## src/design/rpmsu_pkg.sv

```systemverilog
// constants and types shared by the register pointer and memory segment unit
package rpmsu_pkg;
  // register offsets (byte addresses)
  localparam logic [7:0] RPMSU_OFS_LBP  = 8'h00;
  localparam logic [7:0] RPMSU_OFS_HBP  = 8'h04;
  localparam logic [7:0] RPMSU_OFS_PPR  = 8'h08;
  localparam logic [7:0] RPMSU_OFS_CSR  = 8'h0C;
  localparam logic [7:0] RPMSU_OFS_ISR  = 8'h10;
  localparam logic [7:0] RPMSU_OFS_DMAS = 8'h14;
  localparam logic [7:0] RPMSU_OFS_DPR  = 8'h18;
  localparam logic [7:0] RPMSU_OFS_CTRL = 8'h1C;
  localparam logic [7:0] RPMSU_OFS_STAT = 8'h20;
  // control and status bit positions
  localparam int RPMSU_CTRL_SPLIT = 0;
  localparam int RPMSU_CTRL_EXT   = 1;
  localparam int RPMSU_CTRL_DPS   = 2;
  localparam int RPMSU_STAT_ISR   = 0;
  localparam int RPMSU_STAT_BUSY  = 1;
  // reset values
  localparam logic [4:0]  RPMSU_RST_BP  = 5'h00;
  localparam logic [5:0]  RPMSU_RST_SEG = 6'h00;
  localparam logic [31:0] RPMSU_RST_DPR = 32'h0000_0000;
  // register file and data page geometry
  localparam logic [3:0] RPMSU_PAGED_GROUP = 4'hF;
  localparam int RPMSU_PAGE_SEL_LSB = 14;
  // far branch overhead over a near branch, in cycles
  localparam int RPMSU_FAR_EXTRA_MIN = 2;
  localparam int RPMSU_FAR_EXTRA_MAX = 4;

  typedef enum logic [1:0] {
    RPMSU_FETCH,
    RPMSU_DATA,
    RPMSU_DMA,
    RPMSU_VECTOR
  } rpmsu_kind_t;

  typedef enum logic [2:0] {
    RPMSU_S_IDLE,
    RPMSU_S_PUSH_PC,
    RPMSU_S_PUSH_SEG,
    RPMSU_S_PUSH_FLAGS,
    RPMSU_S_LOAD
  } rpmsu_state_t;

  // a segment prefix above a 16-bit offset gives the physical address
  function automatic logic [21:0] rpmsu_seg_addr(input logic [5:0] seg,
                                                 input logic [15:0] ofs);
    rpmsu_seg_addr = {seg, ofs};
  endfunction
endpackage

```

## src/design/rpmsu_map_if.sv

```systemverilog
// links the unit's core to its two address mapping blocks
`timescale 1ns/1ps
interface rpmsu_map_if;
  import rpmsu_pkg::*;
  logic        split;
  logic [4:0]  lbp;
  logic [4:0]  hbp;
  logic [5:0]  peripheral_page_pointer;
  logic [3:0]  wreg_idx;
  logic [7:0]  reg_addr;
  logic [5:0]  reg_page;
  logic        reg_paged;
  rpmsu_kind_t kind;
  logic [15:0] laddr;
  logic [5:0]  code_segment_reg;
  logic [5:0]  interrupt_segment_reg;
  logic [5:0]  dma_segment_reg;
  logic [31:0] dpr;
  logic        dps;
  logic        use_isr;
  logic [21:0] phys;
  modport ctl (output split, lbp, hbp, peripheral_page_pointer, wreg_idx, kind, laddr, code_segment_reg, interrupt_segment_reg, dma_segment_reg, dpr,
               dps, use_isr, input reg_addr, reg_page, reg_paged, phys);
  modport rp  (input split, lbp, hbp, peripheral_page_pointer, wreg_idx, output reg_addr, reg_page, reg_paged);
  modport seg (input kind, laddr, code_segment_reg, interrupt_segment_reg, dma_segment_reg, dpr, dps, use_isr, output phys);
endinterface

```

## src/design/rpmsu_reg_map.sv

```systemverilog
// working register number to absolute register file address
`timescale 1ns/1ps
module rpmsu_reg_map
  import rpmsu_pkg::*;
(
  rpmsu_map_if.rp m
);
  logic [7:0] abs_addr;

  always_comb
  begin
    if (m.split)
    begin
      if (m.wreg_idx[3])
        abs_addr = {m.hbp, m.wreg_idx[2:0]};
      else
        abs_addr = {m.lbp, m.wreg_idx[2:0]};
    end
    else
      abs_addr = {m.lbp[4:1], m.wreg_idx};
  end

  assign m.reg_addr  = abs_addr;
  assign m.reg_paged = (abs_addr[7:4] == RPMSU_PAGED_GROUP);
  assign m.reg_page  = m.peripheral_page_pointer;
endmodule

```

## src/design/rpmsu_seg_map.sv

```systemverilog
// 16-bit logical address to 22-bit physical address
`timescale 1ns/1ps
module rpmsu_seg_map
  import rpmsu_pkg::*;
(
  rpmsu_map_if.seg m
);
  logic [1:0] dsel;
  logic [7:0] dpage;

  assign dsel  = m.laddr[15:RPMSU_PAGE_SEL_LSB];
  assign dpage = m.dpr[{dsel, 3'b000} +: 8];

  always_comb
  begin
    case (m.kind)
      RPMSU_FETCH:
        m.phys = rpmsu_seg_addr(m.use_isr ? m.interrupt_segment_reg : m.code_segment_reg, m.laddr);
      RPMSU_DMA:
        m.phys = rpmsu_seg_addr(m.dps ? m.dma_segment_reg : m.interrupt_segment_reg, m.laddr);
      RPMSU_VECTOR:
        m.phys = rpmsu_seg_addr(m.interrupt_segment_reg, m.laddr);
      RPMSU_DATA:
        m.phys = {dpage, m.laddr[RPMSU_PAGE_SEL_LSB-1:0]};
      default:
        m.phys = '0;
    endcase
  end
endmodule

```

## src/design/rpmsu_top.sv

```systemverilog
// register pointer and memory segment unit with its register bus slave
`timescale 1ns/1ps
module rpmsu_top
  import rpmsu_pkg::*;
(
  // clock and reset
  input  wire logic        pclk,
  input  wire logic        presetn,
  // apb slave
  input  wire logic        psel,
  input  wire logic        penable,
  input  wire logic        pwrite,
  input  wire logic [7:0]  paddr,
  input  wire logic [31:0] pwdata,
  output logic      [31:0] prdata,
  output logic             pready,
  output logic             pslverr,
  // working register translation
  input  wire logic [3:0]  wreg_idx,
  output logic      [7:0]  reg_addr,
  output logic      [5:0]  reg_page,
  output logic             reg_paged,
  // memory address extension
  input  wire logic        mem_req,
  input  wire rpmsu_kind_t mem_kind,
  input  wire logic [15:0] mem_laddr,
  output logic      [21:0] mem_phys,
  output logic             mem_valid,
  // far branch and interrupt sequencing
  input  wire logic        far_call,
  input  wire logic        far_ret,
  input  wire logic        irq_enter,
  input  wire logic        irq_ret,
  input  wire logic [5:0]  tgt_seg,
  input  wire logic [15:0] tgt_pc,
  input  wire logic [15:0] cur_pc,
  input  wire logic [7:0]  cur_flags,
  input  wire logic [5:0]  pop_seg,
  output logic             stack_push,
  output logic      [15:0] stack_data,
  output logic             pc_load,
  output logic      [15:0] pc_value,
  output logic             busy
);
  typedef struct packed {
    logic [4:0]   lbp;
    logic [4:0]   hbp;
    logic [5:0]   peripheral_page_pointer;
    logic [5:0]   code_segment_reg;
    logic [5:0]   interrupt_segment_reg;
    logic [5:0]   dma_segment_reg;
    logic [31:0]  dpr;
    logic         split;
    logic         ext;
    logic         dps;
    logic         in_isr;
    rpmsu_state_t state;
    logic         is_irq;
    logic [15:0]  pc_save;
    logic [7:0]   flags_save;
    logic [5:0]   seg_new;
    logic [15:0]  pc_new;
    logic [31:0]  prdata;
    logic         pready;
    logic         pslverr;
    logic [7:0]   reg_addr;
    logic [5:0]   reg_page;
    logic         reg_paged;
    logic [21:0]  mem_phys;
    logic         mem_valid;
    logic         stack_push;
    logic [15:0]  stack_data;
    logic         pc_load;
    logic [15:0]  pc_value;
    logic         busy;
  } rpmsu_st_t;

  rpmsu_st_t   st;
  rpmsu_st_t   next_st;
  rpmsu_map_if map ();

  logic        acc;
  logic        wr_now;
  logic [31:0] rd_val;
  logic        rd_ok;

  // offsets that answer on the bus; anything else reports an error
  function automatic logic ofs_mapped(input logic [7:0] a);
    case (a)
      RPMSU_OFS_LBP,
      RPMSU_OFS_HBP,
      RPMSU_OFS_PPR,
      RPMSU_OFS_CSR,
      RPMSU_OFS_ISR,
      RPMSU_OFS_DMAS,
      RPMSU_OFS_DPR,
      RPMSU_OFS_CTRL,
      RPMSU_OFS_STAT: ofs_mapped = 1'b1;
      default:        ofs_mapped = 1'b0;
    endcase
  endfunction

  // stack words are 16 bits wide; narrow values sit in the low bits
  function automatic logic [15:0] stack_word(input logic [7:0] v);
    stack_word = {8'h00, v};
  endfunction

  // mapping blocks see the current settings
  assign map.split    = st.split;
  assign map.lbp      = st.lbp;
  assign map.hbp      = st.hbp;
  assign map.peripheral_page_pointer      = st.peripheral_page_pointer;
  assign map.wreg_idx = wreg_idx;
  assign map.kind     = mem_kind;
  assign map.laddr    = mem_laddr;
  assign map.code_segment_reg      = st.code_segment_reg;
  assign map.interrupt_segment_reg      = st.interrupt_segment_reg;
  assign map.dma_segment_reg    = st.dma_segment_reg;
  assign map.dpr      = st.dpr;
  assign map.dps      = st.dps;
  assign map.use_isr  = st.in_isr & ~st.ext;

  rpmsu_reg_map u_reg_map (
    .m (map)
  );

  rpmsu_seg_map u_seg_map (
    .m (map)
  );

  // access phase; pready comes one cycle into it
  // the pready flop also keeps a held access phase from completing in two cycles in a row
  assign acc    = psel & penable;
  assign wr_now = acc & st.pready & pwrite & ofs_mapped(paddr);

  // register read decode
  always_comb
  begin
    rd_ok  = ofs_mapped(paddr);
    rd_val = 32'h0000_0000;
    case (paddr)
      RPMSU_OFS_LBP:  rd_val[4:0] = st.lbp;
      RPMSU_OFS_HBP:  rd_val[4:0] = st.hbp;
      RPMSU_OFS_PPR:  rd_val[5:0] = st.peripheral_page_pointer;
      RPMSU_OFS_CSR:  rd_val[5:0] = st.code_segment_reg;
      RPMSU_OFS_ISR:  rd_val[5:0] = st.interrupt_segment_reg;
      RPMSU_OFS_DMAS: rd_val[5:0] = st.dma_segment_reg;
      RPMSU_OFS_DPR:  rd_val      = st.dpr;
      RPMSU_OFS_CTRL:
      begin
        rd_val[RPMSU_CTRL_SPLIT] = st.split;
        rd_val[RPMSU_CTRL_EXT]   = st.ext;
        rd_val[RPMSU_CTRL_DPS]   = st.dps;
      end
      RPMSU_OFS_STAT:
      begin
        rd_val[RPMSU_STAT_ISR]  = st.in_isr;
        rd_val[RPMSU_STAT_BUSY] = st.busy;
      end
      default:        rd_val      = 32'h0000_0000;
    endcase
  end

  always_comb
  begin
    next_st = st;

    // bus answer
    next_st.pready  = acc & ~st.pready;
    next_st.pslverr = acc & ~st.pready & ~rd_ok;
    if (acc & ~st.pready & ~pwrite & rd_ok)
      next_st.prdata = rd_val;
    else if (acc & ~st.pready)
      next_st.prdata = 32'h0000_0000;

    // register writes take effect at the completing edge
    if (wr_now)
    begin
      case (paddr)
        RPMSU_OFS_LBP:  next_st.lbp   = pwdata[4:0];
        RPMSU_OFS_HBP:  next_st.hbp   = pwdata[4:0];
        RPMSU_OFS_PPR:  next_st.peripheral_page_pointer   = pwdata[5:0];
        RPMSU_OFS_CSR:  next_st.code_segment_reg   = pwdata[5:0];
        RPMSU_OFS_ISR:  next_st.interrupt_segment_reg   = pwdata[5:0];
        RPMSU_OFS_DMAS: next_st.dma_segment_reg = pwdata[5:0];
        RPMSU_OFS_DPR:  next_st.dpr   = pwdata;
        RPMSU_OFS_CTRL:
        begin
          next_st.split = pwdata[RPMSU_CTRL_SPLIT];
          next_st.ext   = pwdata[RPMSU_CTRL_EXT];
          next_st.dps   = pwdata[RPMSU_CTRL_DPS];
        end
        default:
        begin
        end
      endcase
    end

    // working register translation, registered
    next_st.reg_addr  = map.reg_addr;
    next_st.reg_page  = map.reg_page;
    next_st.reg_paged = map.reg_paged;

    // memory address extension, registered
    // mem_phys keeps its last value between requests
    next_st.mem_valid = mem_req;
    if (mem_req)
      next_st.mem_phys = map.phys;

    // sequencer pulses last one cycle
    // requests that arrive while busy are dropped; the core waits for busy low
    next_st.stack_push = 1'b0;
    next_st.pc_load    = 1'b0;

    case (st.state)
      RPMSU_S_IDLE:
      begin
        if (far_call)
        begin
          next_st.is_irq  = 1'b0;
          next_st.pc_save = cur_pc;
          next_st.seg_new = tgt_seg;
          next_st.pc_new  = tgt_pc;
          next_st.state   = RPMSU_S_PUSH_PC;
        end
        else if (irq_enter)
        begin
          next_st.is_irq     = 1'b1;
          next_st.pc_save    = cur_pc;
          next_st.flags_save = cur_flags;
          next_st.seg_new    = st.interrupt_segment_reg;
          next_st.pc_new     = tgt_pc;
          next_st.in_isr     = 1'b1;
          next_st.state      = RPMSU_S_PUSH_PC;
        end
        else if (far_ret)
          next_st.code_segment_reg = pop_seg;
        else if (irq_ret)
        begin
          next_st.in_isr = 1'b0;
          // compatible mode never saved the segment, so it stays
          if (st.ext)
            next_st.code_segment_reg = pop_seg;
        end
      end
      RPMSU_S_PUSH_PC:
      begin
        next_st.stack_push = 1'b1;
        next_st.stack_data = st.pc_save;
        if (st.is_irq & ~st.ext)
          next_st.state = RPMSU_S_PUSH_FLAGS;
        else
          next_st.state = RPMSU_S_PUSH_SEG;
      end
      RPMSU_S_PUSH_SEG:
      begin
        next_st.stack_push = 1'b1;
        next_st.stack_data = stack_word({2'b00, st.code_segment_reg});
        if (st.is_irq)
          next_st.state = RPMSU_S_PUSH_FLAGS;
        else
          next_st.state = RPMSU_S_LOAD;
      end
      RPMSU_S_PUSH_FLAGS:
      begin
        next_st.stack_push = 1'b1;
        next_st.stack_data = stack_word(st.flags_save);
        next_st.state      = RPMSU_S_LOAD;
      end
      RPMSU_S_LOAD:
      begin
        next_st.pc_load  = 1'b1;
        next_st.pc_value = st.pc_new;
        // compatible-mode interrupts run on the interrupt segment instead
        if (~st.is_irq | st.ext)
          next_st.code_segment_reg = st.seg_new;
        next_st.state = RPMSU_S_IDLE;
      end
      default:
        next_st.state = RPMSU_S_IDLE;
    endcase

    next_st.busy = (next_st.state != RPMSU_S_IDLE);
  end

  always_ff @(posedge pclk or negedge presetn)
  begin
    if (!presetn)
    begin
      // mapped outputs clear as well, so nothing stale shows after reset
      st        <= '0;
      st.lbp    <= RPMSU_RST_BP;
      st.hbp    <= RPMSU_RST_BP;
      st.peripheral_page_pointer    <= RPMSU_RST_SEG;
      st.code_segment_reg    <= RPMSU_RST_SEG;
      st.interrupt_segment_reg    <= RPMSU_RST_SEG;
      st.dma_segment_reg  <= RPMSU_RST_SEG;
      st.dpr    <= RPMSU_RST_DPR;
      st.state  <= RPMSU_S_IDLE;
    end
    else
      st <= next_st;
  end

  // outputs straight from the state flops
  assign prdata     = st.prdata;
  assign pready     = st.pready;
  assign pslverr    = st.pslverr;
  assign reg_addr   = st.reg_addr;
  assign reg_page   = st.reg_page;
  assign reg_paged  = st.reg_paged;
  assign mem_phys   = st.mem_phys;
  assign mem_valid  = st.mem_valid;
  assign stack_push = st.stack_push;
  assign stack_data = st.stack_data;
  assign pc_load    = st.pc_load;
  assign pc_value   = st.pc_value;
  assign busy       = st.busy;
endmodule

```

## config.mk

```make
export PLATFORM = sky130hd
export DESIGN_NAME = rpmsu_top
export DESIGN_NICKNAME = d
export VERILOG_FILES = /design/src/design/rpmsu_pkg.sv /design/src/design/rpmsu_map_if.sv /design/src/design/rpmsu_reg_map.sv /design/src/design/rpmsu_seg_map.sv /design/src/design/rpmsu_top.sv
export SDC_FILE = /design/constraint.sdc
export NUM_CORES = 1
export LEC_CHECK = 0
export BUFFER_PORTS_ARGS = -buffer_cell sky130_fd_sc_hd__clkbuf_2
export CORE_MARGIN = 2
export CORE_UTILIZATION = 49
export DETAILED_ROUTE_END_ITERATION = 16
export PLACE_DENSITY_LB_ADDON = 0.05
export SLEW_MARGIN = 40
export SYNTH_ARGS = -nofsm -noshare
export SYNTH_HDL_FRONTEND = slang
export SYNTH_SLANG_ARGS = --single-unit
```

## constraint.sdc

```tcl
create_clock -name pclk -period 1.7 [get_ports pclk]
set_input_delay 0.255 -clock pclk [delete_from_list [all_inputs] [get_ports pclk]]
set_output_delay 0.255 -clock pclk [all_outputs]
set_load 0.02 [all_outputs]
```

After elaboration in Yosys (flattened, before gate mapping)
Cells that the tools add are included.
{"block": "totals", "reg_bits": 227, "inputBits": 124, "wordCells": 121}
{"block": "classes", "eq_ne": 17, "n_shift": 1, "muxes": 37, "bitwise": 17, "n_reduce_logical": 19}
{"operator": "$mux W32", "n": 3}
{"operator": "$pmux W22 S4", "n": 1}
{"operator": "$mux W6", "n": 11}
{"operator": "$mux W53", "n": 1}
{"operator": "$pmux W17 S3", "n": 1}
{"operator": "$mux W50", "n": 1}
{"operator": "$eq A8 B5 Y1 const B", "n": 4}
{"operator": "$shiftx A32 B6 Y8", "n": 1}
{"operator": "$mux W26", "n": 1}
{"operator": "$mux W22", "n": 1}
{"operator": "$mux W20", "n": 1}
{"operator": "$pmux W2 S9", "n": 1}
{"operator": "$mux W17", "n": 1}
{"operator": "$eq A8 B4 Y1 const B", "n": 2}
{"operator": "$mux W8", "n": 2}
{"operator": "$reduce_and A2 Y1", "n": 8}
{"operator": "$pmux W2 S7", "n": 1}
{"operator": "$pmux W3 S4", "n": 1}
{"operator": "$pmux W6 S2", "n": 1}
{"operator": "$and A1 B1 Y1", "n": 10}
{"operator": "$reduce_or A9 Y1", "n": 1}
{"operator": "$eq A8 B3 Y1 const B", "n": 1}
{"operator": "$eq A8 B6 Y1 const B", "n": 1}
{"operator": "$logic_not A8 Y1", "n": 1}
{"operator": "19 further kinds", "n": 34}

Longest topological paths before layout
{"block": "depth", "word_depth": 11, "depth_mapped": 7, "mapped_depth_nobuf": 5}

By module
Synthesis repeated with hierarchy kept, for this count alone.
{"block": "hier_totals", "cells_unflattened": 920, "hier_area_um2": 10955.5}
{"module": "rpmsu_top", "n_inst": 1, "cells_each": 833, "area_per_inst_um2": 10164.7, "seq_area_each_um2": 5680.4}
{"module": "rpmsu_seg_map", "n_inst": 1, "cells_each": 67, "area_per_inst_um2": 614.3, "seq_area_each_um2": 0.0}
{"module": "rpmsu_reg_map", "n_inst": 1, "cells_each": 20, "area_per_inst_um2": 176.4, "seq_area_each_um2": 0.0}

Worst setup path before layout
No wires, ideal clock.
{"block": "synth_path", "path_type": "in2reg", "start": "input paddr[1]", "end": "register map.dpr[10] (netlist name)", "arrival_ns": 1.761, "slack_ns": -0.186, "stages": 6, "path_cell_list": "or4_4 -> nor2_2 -> nand3_1 -> nor2_2 -> buf_4 -> mux2_2"}
{"block": "synth_between", "elab_chain_cells": 5}
{"item": "from (decl)", "line": "rpmsu_top.sv:13", "text": "input wire logic [7:0] paddr,"}
{"item": "$eq A8 B5 Y1, or another cell as far along", "line": "rpmsu_top.sv:89, rpmsu_top.sv:179"}
{"item": "$reduce_or A9 Y1", "line": "rpmsu_top.sv:89", "text": "case (a)"}
{"item": "$mux W1", "line": "rpmsu_top.sv:89"}
{"item": "$and A1 B1 Y1", "line": "rpmsu_top.sv:134", "text": "assign wr_now = acc & st.pready & pwrite & ofs_mapped(paddr);"}
{"item": "$reduce_and A2 Y1 (no source line) *"}
Every way passes the cells marked *; elsewhere a longest branch is shown, timed or not.
A chain may end at the register's enable or synchronous reset.

==> flow_summary.yaml <==
placement:
  port_buffers: 230
  post-dp-hpwl_um: 18900
  gp_routability_congestion: 0.840
  pre_cts_slack_ps: -394
  dp_cells: 1343
global_route:
  grt_pass1_wl_um: 42200
  largest_net_degree_at_the_start_of_global_routing: 59
  antenna_found_initial: 0
  globalRoute.totalOverflow: 0
  grt_pass1_vias: 7677
  grt_usage: 0.239
synth:
  synth.lib_cells_used.distinct: 47
  synth_top_cells_by_area: "sky130_fd_sc_hd__dfrtp_1 54%, sky130_fd_sc_hd__mux2_2 11%, sky130_fd_sc_hd__buf_4 7.5%, sky130_fd_sc_hd__nand2_1 4.9%, sky130_fd_sc_hd__mux2i_1 2.8%"
  part_of_the_yosys_area_used_for_sequential_elements: 0.542
  netlist_instances: 920
  postSynthNetCount: 1044
  synthDominantCellAreaShare: 0.542
  syn-cell-area_sq_um: 10500
  ys_ff_latch: 227
  synth.largest_area_cell: "sky130_fd_sc_hd__dfrtp_1"
  syn-mean-instance-area_sq_um: 11.4
  synth-warning-count: 0
floorplanning:
  num_io_pins: 231
  die-width_um: 150
  start_util: 0.499
  die_height_um: 150
  core_area_sq_um: 21000
  core.rowCount: 53
  floorplan.die_area_sq_um: 22600
timing:
  max_clock_freq_ghz: 0.616
  clock_skew_after_layout_ps: 5.89
  rsz0062_at_grt: "true"
  setup_viol: 0
  relSlewSlack: 0.620
  timing.final.max_slew_violations: 0
  worst-slew-pin-transition_ps: 568
  finalCritPeriodShare: 0.955
  report.final.hold_viol_count: 0
  setup_slack_ps: 76.7
  fin_crit_ps: 1620
layout:
  layout.cells.most_common: "sky130_fd_sc_hd__clkbuf_2"
  n_antenna_cell: 0
  largest-register: "st"
  final_cells: 1479
  final_net_count: 1311
  area_growth_from_synthesis_to_final_layout_pct: 28.9
  most-common-layout-cells: "229 x sky130_fd_sc_hd__clkbuf_2, 226 x sky130_fd_sc_hd__dfrtp_1, 137 x sky130_fd_sc_hd__nand2_1, 107 x sky130_fd_sc_hd__mux2_2, 90 x sky130_fd_sc_hd__dlygate4sd3_1"
  largest_reg_flops: 52
  drive_above_1_share: 0.395
setup_path:
  cp_class: "flop to flop"
  critPathLaunchType: "flop"
  endpoint: "map.code_segment_reg[2]"
  worstPathArrival_ps: 2020
  startpoint: "pready"
  worstRegToRegCells: 5
  worst-r2r-setup-slack_ps: 80
  maximum_fanout_along_the_worst_path: 4
  critical_path.reg2reg.startpoint: "pready"
  crit_path_end_kind: "flop"
  regToRegEndpoint: "map.code_segment_reg[2]"
  cp_data_required_time_ps: 2100
status:
  outcome: "finished, final reports clean"
power:
  internal_power_mw: 12.2
  vdd_drop_max_v: 0.000889
  share_clk_of_total_power: 0.313
  power.static_leakage_nw: 6.70
  power_density_over_cell_area_nw_per_um2: 1340
  comb_pwr_share: 0.282
  power.switching_mw: 5.82
  power_switching_share: 0.322
  power_frac_seq: 0.405
cts:
  clock-sinks: 227
  worst_skew_pair.late_latency_ps: 520
  cts.htree.levels: 1
  clockRootBuffer: "sky130_fd_sc_hd__clkbuf_16"
  cts.reportedPaths.clkPinSlew_ps: 60
  cts_bufs_inserted: 25
  cts_max_path_bufs: 3
  cts_tree: "built"
min_path:
  hold_path.class: "input pin to flop"
detailed_routing:
  drt_wl_total_um: 26800
  dr.first_iter.drc_count: 321
  num_vias: 7615
  drt_first_pass_iters: 4
  post_drt_wl_per_cell_um: 18.1
  antenna_left: 0
  routed_via_density: 5.15
  drt_drc_violations_left: 0
run:
  max-cap-violations: 0
[area by class of cell]
type | instances | area [sq um]
multi-input cells | 535 | 3890
clock buffers | 30 | 684
fillers | 1674 | 7510
clock inverters | 14 | 183
inverters | 12 | 45.0
flip-flops and latches | 227 | 5680
well taps | 275 | 344
repair buffers | 386 | 2690
[per-stage QoR]
step                      power (mW)  hold WS [ps]  area, sq um  utilization  setup TNS [ps]
after floorplan                 10.8         -40.6        10500            -          -10650
after global placement          12.2           240        11700        0.556          -28510
after detailed placement        12.3           237        11700        0.556          -30030
after CTS                       18.2          33.1        13400        0.640               0
after global routing            19.1          62.3        13500        0.643           -44.3
final                           18.1          47.7        13500        0.643               0
[worst min-delay path by stage]
stage / slack, ps / from / end / depth (start not counted)
final: 50 / irq_ret / st[157] / 4
after floorplan: -40 / presetn / busy / 0
after CTS: 30 / irq_ret / st[157] / 4
after global routing: 60 / irq_ret / st[157] / 4
after detailed placement: 240 / presetn / reg_page[3] / 1
after global placement: 240 / presetn / reg_page[3] / 1
[critical path: stages, from the launching register on]
cell and delay [ps]:
sky130_fd_sc_hd__dfrtp_1 380, sky130_fd_sc_hd__nand4_1 270, sky130_fd_sc_hd__o41ai_1 480, sky130_fd_sc_hd__o31ai_2 150, sky130_fd_sc_hd__a21oi_1 140, sky130_fd_sc_hd__o22ai_1 80
[repair_timing]
action                                  4_1_cts  5_1_grt
hold buffers                                 90        0
hold endpoints to repair                    138        0
resized for setup                             0        7
buffers inserted                              0        1
endpoints found under the setup margin        0       48
[cell usage after synthesis (all sizes together)]
master and count:
a211oi 5, a21boi 1, a21oi 32, a222oi 1, a22o 29, a22oi 15
a31oi 8, a32o 1, a32oi 1, a41oi 2, and2 2, and3 1
and4 2, buf 109, clkbuf 37, dfrtp 227, inv 12, mux2 108
mux2i 29, mux4 10, nand2 138, nand2b 7, nand3 6, nand3b 5
nand4 2, nor2 32, nor2b 20, nor3 4, nor3b 3, nor4 5
o211ai 3, o21a 2, o21ai 41, o22ai 10, o311ai 1, o31ai 2
o41ai 2, or2 1, or3 3, or4 1
[power by group through the flow]
stage          logic, mW  registers, mW  clock network [mW]
3_5_place_dp        4.93           7.40                   0
2_1_floorplan       3.68           7.11                   0
4_1_cts             5.11           7.31                5.79
3_3_place_gp        4.87           7.37                   0
6_report            5.10           7.32                5.64
5_1_grt             5.66           7.45                6.01
[layer usage]
layer  GRT usage  part of all wire  up-vias
li1            -                 -     3670
met1       0.336              0.45     3714
met2       0.390              0.48      210
met3      0.0439             0.058       21
met4      0.0491             0.011        0
met5           0                 0        -
[kinds of logic (layout without fill, tap and decap cells)]
family          Yosys count  in the layout  synth area share
simple gates            232            232             0.102
flops                   227            227             0.542
buf+inv                 158            442            0.0943
compound gates          156            156            0.0968
mux                     147            147             0.165
Note: power is estimated with default switching activity, not from simulation.
